[src/mfe_map.vh]
`ifndef MFE_MAP_VH
`define MFE_MAP_VH
// ------------------------------------------------------------
// Instruction decode
// ------------------------------------------------------------
`define MFE_OP_IO 3'h6
`define MFE_DEV_SEL 3'h2
`define MFE_SEL_HI 8
`define MFE_SEL_LO 6
`define MFE_NUM_HI 5
`define MFE_NUM_LO 3
`define MFE_FN_BIT 3
`define MFE_IOP_HI 2
`define MFE_IOP_LO 0
`define MFE_IOP_DATA 0
`define MFE_IOP_CODE 1
`define MFE_IOP_READ 3'h4
`define MFE_RD_DATA 3'h1
`define MFE_RD_IF 3'h2
`define MFE_RD_SB 3'h3
`define MFE_RESTORE 3'h4
// ------------------------------------------------------------
// Accumulator bit positions (lsb numbering)
// ------------------------------------------------------------
`define MFE_AC_CLR_HI 5
`define MFE_AC_CLR_LO 4
`define MFE_AC_FIELD 3
`define MFE_AC_SB_HI 2
`define MFE_AC_SB_LO 1
`define MFE_AC_SF1 0
// ------------------------------------------------------------
// Addresses and reset values
// ------------------------------------------------------------
`define MFE_AUTO_LO 12'h008
`define MFE_AUTO_HI 12'h00F
`define MFE_PC_STORE 13'h0000
`define MFE_PC_RESUME 13'h0001
`define MFE_FIELD0 1'b0
`define MFE_SF_RESET 2'h0
`define MFE_AC_RESET 12'h000
// ------------------------------------------------------------
// Register map and bus answers
// ------------------------------------------------------------
`define MFE_REG_LOAD 8'h00
`define MFE_REG_STATUS 8'h04
`define MFE_REG_CTRL 8'h08
`define MFE_LD_CODE 0
`define MFE_LD_DATA 1
`define MFE_CTRL_IO_EN 0
`define MFE_CTRL_RESET 1'b1
`define MFE_RESP_OKAY 2'h0
`define MFE_RESP_SLVERR 2'h2
`define MFE_WORD0 32'h00000000
`endif

[src/mfe_core.v]
// Behaviour
// - Change-data-field loads operand field from buffer bit 8
// - Operand field holds until changed or interrupt
// - Change-code-field loads pending buffer, not code field
// - Jump or call copies pending into code field
// - Read operand field into AC8, clear AC6-7
// - Read code field into AC8, clear AC6-7
// - Read saved fields into AC8 and AC11
// - Restore: saved bits into pending and operand
// - Decode only in fetch with opcode six
// - Fetch and direct operands use code field
// - Operand field only in execute after defer
// - Indirect pointer read from code field
// - Autoindex words 10-17 in code field
// - Jump and call leave operand field alone
// - Code field is address msb above PC
// - Block interrupts after change-code until jump or call
// - Interrupt saves fields, then clears them
// - Interrupt stores PC at field-0 0000
// - Break extension selects break transfer field
// - Select code 2X on bits 3-5 only
// - Saved read keeps AC0-5, clears 6,7,9,10
// - Break strobe loads break field register
`timescale 1ns/1ps
`default_nettype none
`include "mfe_map.vh"

module mfe_core (
  input wire aclk,
  input wire aresetn,
  input wire [7:0] s_axi_awaddr,
  input wire s_axi_awvalid,
  output reg s_axi_awready,
  input wire [31:0] s_axi_wdata,
  input wire [3:0] s_axi_wstrb,
  input wire s_axi_wvalid,
  output reg s_axi_wready,
  output reg [1:0] s_axi_bresp,
  output reg s_axi_bvalid,
  input wire s_axi_bready,
  input wire [7:0] s_axi_araddr,
  input wire s_axi_arvalid,
  output reg s_axi_arready,
  output reg [31:0] s_axi_rdata,
  output reg [1:0] s_axi_rresp,
  output reg s_axi_rvalid,
  input wire s_axi_rready,
  input wire [2:0] opcode_register,
  input wire [11:0] memory_buffer,
  input wire [11:0] working_register,
  input wire [11:0] program_counter,
  input wire [11:0] mem_addr,
  input wire cycle_fetch,
  input wire cycle_defer,
  input wire cycle_execute,
  input wire cycle_break,
  input wire io_pulse,
  input wire jump_op_done,
  input wire subroutine_call_op_done,
  input wire interrupt_entry,
  input wire break_load_strobe,
  input wire break_addr_ext,
  output reg [11:0] ac_result,
  output reg ac_result_load,
  output reg field_select,
  output reg [12:0] ext_mem_addr,
  output reg [12:0] ext_inst_addr,
  output reg autoindex_access,
  output reg interrupt_block,
  output reg [12:0] pc_store_addr,
  output reg [12:0] pc_resume_addr
);

  // ------------------------------------------------------------
  // Field state
  // ------------------------------------------------------------
  reg instruction_field_reg; // Code field, msb above PC
  reg operand_field_reg; // Data field for indirect operands
  reg pending_field_buffer; // Next code field, taken on jump
  reg [1:0] saved_field_pair; // Bit 0 code, bit 1 data
  reg dma_field_reg; // Field of the break transfer
  reg after_defer; // Defer seen since last fetch
  reg io_enable; // Software gate on the decoder

  // ------------------------------------------------------------
  // Bus holding state
  // ------------------------------------------------------------
  reg aw_full; // Write address held
  reg w_full; // Write data held
  reg [7:0] aw_addr_q; // Held write address
  reg [31:0] w_data_q; // Held write data
  reg [3:0] w_strb_q; // Held byte enables

  // ------------------------------------------------------------
  // Helper functions
  // ------------------------------------------------------------
  // Field bit into AC8, AC6-7 cleared, rest fed back
  function [11:0] ac_with_field;
    input [11:0] ac;
    input fld;
    begin
      ac_with_field = ac;
      ac_with_field[`MFE_AC_CLR_HI:`MFE_AC_CLR_LO] = 2'h0;
      ac_with_field[`MFE_AC_FIELD] = fld;
    end
  endfunction

  // Register read decode, shared by no other path but kept apart
  function [31:0] reg_read;
    input [7:0] addr;
    begin
      reg_read = `MFE_WORD0;
      if (addr == `MFE_REG_STATUS) begin
        reg_read[7:0] = {after_defer, interrupt_block, dma_field_reg,
          saved_field_pair, pending_field_buffer, operand_field_reg,
          instruction_field_reg};
      end else if (addr == `MFE_REG_CTRL) begin
        reg_read[`MFE_CTRL_IO_EN] = io_enable;
      end else if (addr == `MFE_REG_LOAD) begin
        reg_read[`MFE_LD_CODE] = instruction_field_reg;
        reg_read[`MFE_LD_DATA] = operand_field_reg;
      end
    end
  endfunction

  // Address decode validity
  function addr_known;
    input [7:0] addr;
    begin
      if (addr == `MFE_REG_LOAD) begin
        addr_known = 1'b1;
      end else if (addr == `MFE_REG_STATUS) begin
        addr_known = 1'b1;
      end else if (addr == `MFE_REG_CTRL) begin
        addr_known = 1'b1;
      end else begin
        addr_known = 1'b0;
      end
    end
  endfunction

  // ------------------------------------------------------------
  // Opcode decode
  // ------------------------------------------------------------
  wire [2:0] iop_bits = memory_buffer[`MFE_IOP_HI:`MFE_IOP_LO];
  wire [2:0] field_num = memory_buffer[`MFE_NUM_HI:`MFE_NUM_LO];
  wire field_bit = memory_buffer[`MFE_FN_BIT];
  // Bits 6-8 carry the field number, so they never select
  wire dev_hit = memory_buffer[`MFE_SEL_HI:`MFE_SEL_LO] == `MFE_DEV_SEL;
  // Only fetch with an I/O op in the opcode register may act
  wire io_go = io_pulse & cycle_fetch & io_enable & dev_hit &
    (opcode_register == `MFE_OP_IO);
  wire do_data_chg = io_go & iop_bits[`MFE_IOP_DATA];
  wire do_code_chg = io_go & iop_bits[`MFE_IOP_CODE];
  wire do_read = io_go & (iop_bits == `MFE_IOP_READ);
  wire do_restore = do_read & (field_num == `MFE_RESTORE);
  wire jump_any = jump_op_done | subroutine_call_op_done;

  // ------------------------------------------------------------
  // Bus write commit
  // ------------------------------------------------------------
  wire wr_go = aw_full & w_full & ~s_axi_bvalid;
  wire wr_lane0 = wr_go & w_strb_q[0];
  wire load_wr = wr_lane0 & (aw_addr_q == `MFE_REG_LOAD);
  wire ctrl_wr = wr_lane0 & (aw_addr_q == `MFE_REG_CTRL);

  // ------------------------------------------------------------
  // Field registers
  // ------------------------------------------------------------
  // Interrupt entry outranks everything; console load next
  always @(posedge aclk) begin
    if (!aresetn) begin
      instruction_field_reg <= `MFE_FIELD0;
      operand_field_reg <= `MFE_FIELD0;
      pending_field_buffer <= `MFE_FIELD0;
      saved_field_pair <= `MFE_SF_RESET;
    end else if (interrupt_entry) begin
      // Save both fields, then run the handler in field 0
      saved_field_pair <= {operand_field_reg, instruction_field_reg};
      instruction_field_reg <= `MFE_FIELD0;
      operand_field_reg <= `MFE_FIELD0;
      // Forced call would otherwise copy a stale buffer in
      pending_field_buffer <= `MFE_FIELD0;
    end else if (load_wr) begin
      // Console-style load bypasses the buffer
      instruction_field_reg <= w_data_q[`MFE_LD_CODE];
      pending_field_buffer <= w_data_q[`MFE_LD_CODE];
      operand_field_reg <= w_data_q[`MFE_LD_DATA];
    end else begin
      // Data field is not touched by jumps
      if (jump_any) begin
        instruction_field_reg <= pending_field_buffer;
      end
      if (do_data_chg) begin
        operand_field_reg <= field_bit;
      end
      if (do_code_chg) begin
        pending_field_buffer <= field_bit;
      end
      if (do_restore) begin
        pending_field_buffer <= saved_field_pair[0];
        operand_field_reg <= saved_field_pair[1];
      end
    end
  end

  // ------------------------------------------------------------
  // Break field register
  // ------------------------------------------------------------
  always @(posedge aclk) begin
    if (!aresetn) begin
      dma_field_reg <= `MFE_FIELD0;
    end else if (break_load_strobe) begin
      dma_field_reg <= break_addr_ext;
    end
  end

  // ------------------------------------------------------------
  // Interrupt block after change-code
  // ------------------------------------------------------------
  // Set wins: a change-code in the jump cycle stays armed
  always @(posedge aclk) begin
    if (!aresetn) begin
      interrupt_block <= 1'b0;
    end else if (do_code_chg) begin
      interrupt_block <= 1'b1;
    end else if (jump_any) begin
      interrupt_block <= 1'b0;
    end
  end

  // ------------------------------------------------------------
  // Cycle tracking
  // ------------------------------------------------------------
  // Remembers a defer so the next execute uses the data field
  always @(posedge aclk) begin
    if (!aresetn) begin
      after_defer <= 1'b0;
    end else if (cycle_defer) begin
      after_defer <= 1'b1;
    end else if (cycle_fetch) begin
      after_defer <= 1'b0;
    end
  end

  // ------------------------------------------------------------
  // Field selection for memory
  // ------------------------------------------------------------
  // Break first, then execute-after-defer, else code field.
  // Defer itself reads the pointer from the code field.
  reg next_field;
  always @* begin
    next_field = instruction_field_reg;
    if (cycle_break) begin
      next_field = dma_field_reg;
    end else if (cycle_execute & after_defer) begin
      next_field = operand_field_reg;
    end
  end

  // Registered address outputs, one cycle behind their inputs
  always @(posedge aclk) begin
    if (!aresetn) begin
      field_select <= `MFE_FIELD0;
      ext_mem_addr <= `MFE_PC_STORE;
      ext_inst_addr <= `MFE_PC_STORE;
      autoindex_access <= 1'b0;
      pc_store_addr <= `MFE_PC_STORE;
      pc_resume_addr <= `MFE_PC_RESUME;
    end else begin
      field_select <= next_field;
      ext_mem_addr <= {next_field, mem_addr};
      ext_inst_addr <= {instruction_field_reg, program_counter};
      // Autoindex words live in the code field of each field
      autoindex_access <= cycle_defer & (mem_addr >= `MFE_AUTO_LO) &
        (mem_addr <= `MFE_AUTO_HI);
      pc_store_addr <= `MFE_PC_STORE;
      pc_resume_addr <= `MFE_PC_RESUME;
    end
  end

  // ------------------------------------------------------------
  // Accumulator transfer gating
  // ------------------------------------------------------------
  // Unused read codes give no load pulse, AC stays as is
  reg [11:0] next_ac;
  reg next_ac_load;
  always @* begin
    next_ac = ac_result;
    next_ac_load = 1'b0;
    if (do_read & (field_num == `MFE_RD_DATA)) begin
      next_ac = ac_with_field(working_register, operand_field_reg);
      next_ac_load = 1'b1;
    end else if (do_read & (field_num == `MFE_RD_IF)) begin
      next_ac = ac_with_field(working_register, instruction_field_reg);
      next_ac_load = 1'b1;
    end else if (do_read & (field_num == `MFE_RD_SB)) begin
      next_ac = ac_with_field(working_register, saved_field_pair[0]);
      next_ac[`MFE_AC_SB_HI:`MFE_AC_SB_LO] = 2'h0;
      next_ac[`MFE_AC_SF1] = saved_field_pair[1];
      next_ac_load = 1'b1;
    end
  end

  always @(posedge aclk) begin
    if (!aresetn) begin
      ac_result <= `MFE_AC_RESET;
      ac_result_load <= 1'b0;
    end else begin
      ac_result <= next_ac;
      ac_result_load <= next_ac_load;
    end
  end

  // ------------------------------------------------------------
  // AXI4-Lite write channels
  // ------------------------------------------------------------
  // Address and data taken in either order, held until commit
  always @(posedge aclk) begin
    if (!aresetn) begin
      aw_full <= 1'b0;
      w_full <= 1'b0;
      aw_addr_q <= 8'h00;
      w_data_q <= `MFE_WORD0;
      w_strb_q <= 4'h0;
      s_axi_awready <= 1'b1;
      s_axi_wready <= 1'b1;
      s_axi_bvalid <= 1'b0;
      s_axi_bresp <= `MFE_RESP_OKAY;
    end else begin
      if (s_axi_awvalid & s_axi_awready) begin
        aw_full <= 1'b1;
        aw_addr_q <= s_axi_awaddr;
        s_axi_awready <= 1'b0;
      end
      if (s_axi_wvalid & s_axi_wready) begin
        w_full <= 1'b1;
        w_data_q <= s_axi_wdata;
        w_strb_q <= s_axi_wstrb;
        s_axi_wready <= 1'b0;
      end
      if (wr_go) begin
        // Unmapped writes change nothing and answer an error
        aw_full <= 1'b0;
        w_full <= 1'b0;
        s_axi_bvalid <= 1'b1;
        if (addr_known(aw_addr_q)) begin
          s_axi_bresp <= `MFE_RESP_OKAY;
        end else begin
          s_axi_bresp <= `MFE_RESP_SLVERR;
        end
      end
      if (s_axi_bvalid & s_axi_bready) begin
        // Reopen only once the answer is gone
        s_axi_bvalid <= 1'b0;
        s_axi_awready <= 1'b1;
        s_axi_wready <= 1'b1;
      end
    end
  end

  // Control register: gates the instruction decoder
  always @(posedge aclk) begin
    if (!aresetn) begin
      io_enable <= `MFE_CTRL_RESET;
    end else if (ctrl_wr) begin
      io_enable <= w_data_q[`MFE_CTRL_IO_EN];
    end
  end

  // ------------------------------------------------------------
  // AXI4-Lite read channels
  // ------------------------------------------------------------
  // One read at a time; data sampled at the address handshake
  always @(posedge aclk) begin
    if (!aresetn) begin
      s_axi_arready <= 1'b1;
      s_axi_rvalid <= 1'b0;
      s_axi_rdata <= `MFE_WORD0;
      s_axi_rresp <= `MFE_RESP_OKAY;
    end else if (s_axi_arvalid & s_axi_arready) begin
      s_axi_arready <= 1'b0;
      s_axi_rvalid <= 1'b1;
      s_axi_rdata <= reg_read(s_axi_araddr);
      if (addr_known(s_axi_araddr)) begin
        s_axi_rresp <= `MFE_RESP_OKAY;
      end else begin
        s_axi_rresp <= `MFE_RESP_SLVERR;
      end
    end else if (s_axi_rvalid & s_axi_rready) begin
      s_axi_rvalid <= 1'b0;
      s_axi_arready <= 1'b1;
    end
  end

endmodule
`default_nettype wire

[config.mk]
export PLATFORM = sky130hd
export DESIGN_NAME = mfe_core
export DESIGN_NICKNAME = d
export VERILOG_FILES = /design/src/mfe_core.v
export VERILOG_INCLUDE_DIRS = /design/src
export SDC_FILE = /design/constraint.sdc
export NUM_CORES = 1
export LEC_CHECK = 0
export ABC_CLOCK_PERIOD_IN_PS = 4700
export CAP_MARGIN = 20
export CORE_AREA = 3 3 88 90
export DETAILED_ROUTE_END_ITERATION = 8
export DIE_AREA = 0 0 91 93
export DONT_BUFFER_PORTS = 1
export GPL_TIMING_DRIVEN = 0
export SLEW_MARGIN = 20
export SYNTH_ARGS = -nofsm -noshare
export SYNTH_HDL_FRONTEND = slang
export SYNTH_SLANG_ARGS = --single-unit
[constraint.sdc]
create_clock -name aclk -period 4.7 [get_ports aclk]
set_clock_uncertainty 0.15 [all_clocks]
set_input_delay 0.705 -clock aclk [delete_from_list [all_inputs] [get_ports aclk]]
set_output_delay 0.705 -clock aclk [all_outputs]
set_load 0.005 [all_outputs]
After elaboration in Yosys (flattened, before gate mapping)

Cells that the tools add are included.

Input port bits: 120
Word-level logic and storage cells: 120
Register bits: 78
Output and inout bits: 109

Bitwise operators: 27
Order comparisons: 2
Mux-type cells: 41
Reductions and logical operators: 12
Eq/ne operators: 11

Operator list:

| kind                | number |
|---|---|
| $mux 12             | 3 |
| $mux 1              | 33 |
| $and 1x1->1         | 24 |
| $eq 8x3->1 const B  | 2 |
| $eq 8x4->1 const B  | 2 |
| $logic_not 8->1     | 2 |
| $ge 12x4->1 const B | 1 |
| $le 12x4->1 const B | 1 |
| $eq 3x2->1 const B  | 3 |
| $eq 3x3->1 const B  | 3 |
| $reduce_bool 3->1   | 3 |
| $mux 2              | 4 |
| $reduce_bool 2->1   | 4 |
| $mux 6              | 1 |
| $reduce_or 2->1     | 3 |
| $eq 3x1->1 const B  | 1 |
| $not 1->1           | 2 |
| $or 1x1->1          | 1 |

Depth between registers and ports, before layout

Depth after elaboration: 9
Mapped depth: 5

Worst setup path after synthesis

No wires, ideal clock.

Path kind: input to register
Start: input port opcode_register[0]
End: register ac_result[0]
Setup slack: 2462 ps
Data arrival time: 1938 ps
Setup time: 150 ps
Buffers on the path: 1
Stages: 5
Cells stage by stage: nand4bb_1 -> or3_1 -> buf_2 -> nor3_4 -> a311oi_1

Longest elaborated chain between the ends: 6

Ends and longest elaborated chain:

| element                       | line           | RTL |
|---|---|---|
| start, declared               | mfe_core.v:48  | `input wire [2:0] opcode_register,` |
| $eq 3x3->1 (no source line) * | --             |  |
| $and 1x1->1 *                 | mfe_core.v:151 | `wire io_go = io_pulse & cycle_fetch & io_enable & dev_hit &` |
| $and 1x1->1 *                 | mfe_core.v:155 | `` wire do_read = io_go & (iop_bits == `MFE_IOP_READ); `` |
| $and 1x1->1                   | mfe_core.v:294 | `` end else if (do_read & (field_num == `MFE_RD_IF)) begin `` |
| $mux 12                       | mfe_core.v:294 |  |
| $mux 12                       | mfe_core.v:291 | `` if (do_read & (field_num == `MFE_RD_DATA)) begin `` |
| end signal, assigned          | mfe_core.v:307 | `` ac_result <= `MFE_AC_RESET; `` |
| end signal, assigned          | mfe_core.v:310 | `ac_result <= next_ac;` |
| end, declared                 | mfe_core.v:63  | `output reg [11:0] ac_result,` |

Mark *: on every way between the ends. The rest lies on a longest branch, timed or not.
A chain may end at the register's enable or synchronous reset.

Worst setup path after layout

Start: input port opcode_register[0]
End: register ac_result[7]

Same word-level chain as after synthesis.

==> flow_summary.ini <==
[final_layout]
antennaDiodeCount = 0
layoutNonFillerInstCount = 517
number_of_flip_flops_under_the_largest_register_name = 13
utilization_of_the_core_after_routing_pct = 51.8
registers.top_by_ff_count = ext_inst_addr
num-fill-cells = 710
layout-area-overhead-vs-synth_pct = 17.0
layout_top_registers = ext_inst_addr x13, ext_mem_addr x12, ac_result x10
fin_nets = 534
post_route_cells_drive_above_1_share_pct = 17.5

[global_routing]
grt_max_degree = 13
grt_pass1_vias = 2211
grt-ovfl-total = 0
grt_usage_pct = 17.0
grt_first_pass_wirelength_mm = 11.3
grt_antenna_before_repair = 0

[pwr]
power.density_cell_area_mw_per_mm2 = 357
leakage_nw = 1.60
ir_drop_uv = 135
clock_power_share_pct = 40.6
comb_power_share_pct = 8.2
sequentialPowerShare_pct = 51.2
switching_share_pct = 22.4
switchingPower_uw = 295
power_report.internal_total_mw = 1.02

[sta]
finalHoldViolCount = 0
post-route-period-util_pct = 43.9
worst_slew_pin_slew_ns = 0.627
fin_crit_ns = 2.06
final-max-slew-violation-count = 0
setup_violations = 0
rsz0062_at_grt = false
aggregate_negative_setup_slack_ns = 0
worst_slew_margin_rel_pct = 57.8
fmaxAchievable_ghz = 0.485
hold-worst-slack_ns = 0.286

[yosys]
post_synth_main_area_contributors = sky130_fd_sc_hd__dfxtp_1, sky130_fd_sc_hd__buf_4, sky130_fd_sc_hd__and2_1, sky130_fd_sc_hd__nand2_1, sky130_fd_sc_hd__a21oi_1
yosys_register_bits = 75
synth_sequential_area_ratio_pct = 47.5
post_synth.cell_area_avg_sq_um = 9.00
mapped_cells = 351
yosysTopAreaCellShare_pct = 47.5
synth_edf_count = 0
synth_area_sq_mm = 0.00316
synth_top_cell_by_area = sky130_fd_sc_hd__dfxtp_1
yosysWarnings = 0
yosys_most_used_dff = sky130_fd_sc_hd__dfxtp_1
postSynth.asyncResetShare_pct = 0
synthDistinctLibCells = 43

[place]
place_inst = 502
hpwl_mm = 5.88
io_buffers = 0
replace_congestion = 0.780

[routing]
detail_route.first_pass.iterations = 4
wirelength_mm = 7.46
routed_via_density = 4.66
route.antenna.remaining_nets = 0
num_vias = 2411
drt-initial-drc-count = 88
route.detailed.drc = 0
detailed_route_wire_length_per_cell_um = 14.4

[critical_path]
capturing_element_type_of_the_critical_path = register
cp_data_required_time_ns = 4.82
timing.critical_path.fanout_max = 10
startpoint_type = primary input
path_class = primary input to register
crit_arrival_ns = 2.18

[worst_hold_path]
worst_hold_path_type = primary input to register

[clock_tree]
post_cts_hold_buffer_count = 0
worst_setup_hold_path_clk_slew_ns = 0.07
insertion_delay_to_the_later_sink_of_the_worst_skew_pair_ns = 0.34
postCtsSetupBuffers = 0
cts_root_buf = sky130_fd_sc_hd__clkbuf_8
clock_path_buffers = 2
cts_resized = 0
tritoncts = done
cts_num_sinks = 75
total_cts_buffers = 9
cts_htree_levels = 3

[die]
fp.coreArea_sq_mm = 0.00714
chipHeight_um = 93
die-area_sq_mm = 0.00846
top_level_ports = 229
initial_utilization_pct = 44.3
core.rowCount = 31
die_x_extent_um = 91

[run_status]
outcome = finished, final reports clean

[run]
cap_viol_max_count = 0
## area by class of cell
| type | instances | area, sq um | share of cell area (%) |
|---|---|---|---|
| Clock inverter | 4 | 75.1 | 2.03 |
| Clock buffer | 11 | 141 | 3.83 |
| Multi-Input combinational cell | 254 | 1370 | 37.0 |
| Sequential cell | 75 | 1500 | 40.6 |
| Tap cell | 99 | 124 | 3.35 |
| Inverter | 7 | 26.3 | 0.711 |
| Buffer | 67 | 459 | 12.4 |
## cell families after synthesis
family,Yosys count,synth area share [%]
simple gates,132,22.5
flops,75,47.5
buf+inv,74,15.4
compound gates,56,10.7
mux,11,3.49
other cells,2,0.238
xor+xnor,1,0.277
## power groups by stage
stage | Sequential, mW | Clock (mW) | Combinational [mW]
after floorplan | 0.686 | 0 | 0.0928
after global placement | 0.690 | 0 | 0.105
after detailed placement | 0.691 | 0 | 0.106
after CTS | 0.676 | 0.550 | 0.107
after global routing | 0.679 | 0.577 | 0.122
final | 0.676 | 0.535 | 0.108
## per-layer routing
metal / wire [um] / global-route usage [%] / vias up
li1: - / - / 1210
met5: 0 / 0 / -
met3: 857 / 8.45 / 6
met1: 2990 / 19.1 / 1070
met4: 83 / 5.65 / 0
met2: 3530 / 28.2 / 125
## synthesized netlist by cell type, types with 2 or more instances
library cell,instances
sky130_fd_sc_hd__clkbuf_1,11
sky130_fd_sc_hd__nor4_1,4
sky130_fd_sc_hd__mux2i_1,11
sky130_fd_sc_hd__and3_1,2
sky130_fd_sc_hd__o21ai_0,8
sky130_fd_sc_hd__a31oi_1,2
sky130_fd_sc_hd__and2_1,26
sky130_fd_sc_hd__nand2_1,38
sky130_fd_sc_hd__inv_1,7
sky130_fd_sc_hd__a41oi_1,2
sky130_fd_sc_hd__a22oi_1,6
sky130_fd_sc_hd__dfxtp_1,75
sky130_fd_sc_hd__nand3_1,12
sky130_fd_sc_hd__nand3b_1,2
sky130_fd_sc_hd__a311oi_1,2
sky130_fd_sc_hd__or4b_1,2
sky130_fd_sc_hd__nor3b_1,2
sky130_fd_sc_hd__nor2_1,21
sky130_fd_sc_hd__nand2b_1,5
sky130_fd_sc_hd__or3_1,2
sky130_fd_sc_hd__conb_1,2
sky130_fd_sc_hd__nand4_1,4
sky130_fd_sc_hd__a21oi_1,28
sky130_fd_sc_hd__and3b_1,2
sky130_fd_sc_hd__nor2b_1,2
sky130_fd_sc_hd__buf_4,55
sky130_fd_sc_hd__o22ai_1,2
## per-stage QoR
stage / cell area, sq um / worst slack, ns / total power [mW]
after floorplan: 3350 / 2.46 / 0.778
after detailed placement: 3480 / 2.28 / 0.797
after CTS: 3690 / 2.64 / 1.33
after global routing: 3690 / 2.51 / 1.38
after global placement: 3480 / 2.30 / 0.795
final: 3690 / 2.64 / 1.32
## layout by cell type, fill, tap and decap left out, types with 8 or more instances in the layout
master / count
sky130_fd_sc_hd__o21ai_0: 8
sky130_fd_sc_hd__nand2_1: 38
sky130_fd_sc_hd__clkbuf_1: 12
sky130_fd_sc_hd__conb_1: 54
sky130_fd_sc_hd__clkbuf_8: 10
sky130_fd_sc_hd__buf_4: 55
sky130_fd_sc_hd__a21oi_1: 28
sky130_fd_sc_hd__dfxtp_1: 75
sky130_fd_sc_hd__mux2i_1: 11
sky130_fd_sc_hd__nand3_1: 12
sky130_fd_sc_hd__nor2_1: 21
sky130_fd_sc_hd__and2_1: 26
## critical path: stages
cell and delay, ns:
sky130_fd_sc_hd__nand4bb_1 0.20, sky130_fd_sc_hd__or3_1 0.36, sky130_fd_sc_hd__buf_2 0.17, sky130_fd_sc_hd__nor3_4 0.51, sky130_fd_sc_hd__mux2i_1 0.24
## path summary, 6_finish.rpt
path	start	slack (ns)	depth (start not counted)	endpoint
setup / recovery	opcode_register[0]	2.64	5	ac_result[7]
hold / removal	mem_addr[11]	0.29	1	autoindex_access
setup reg to reg	io_enable	2.72	5	ac_result[7]
hold reg to reg	aw_addr_q[4]	0.31	2	aw_addr_q[4]
Note: power is estimated with default switching activity, not from simulation.
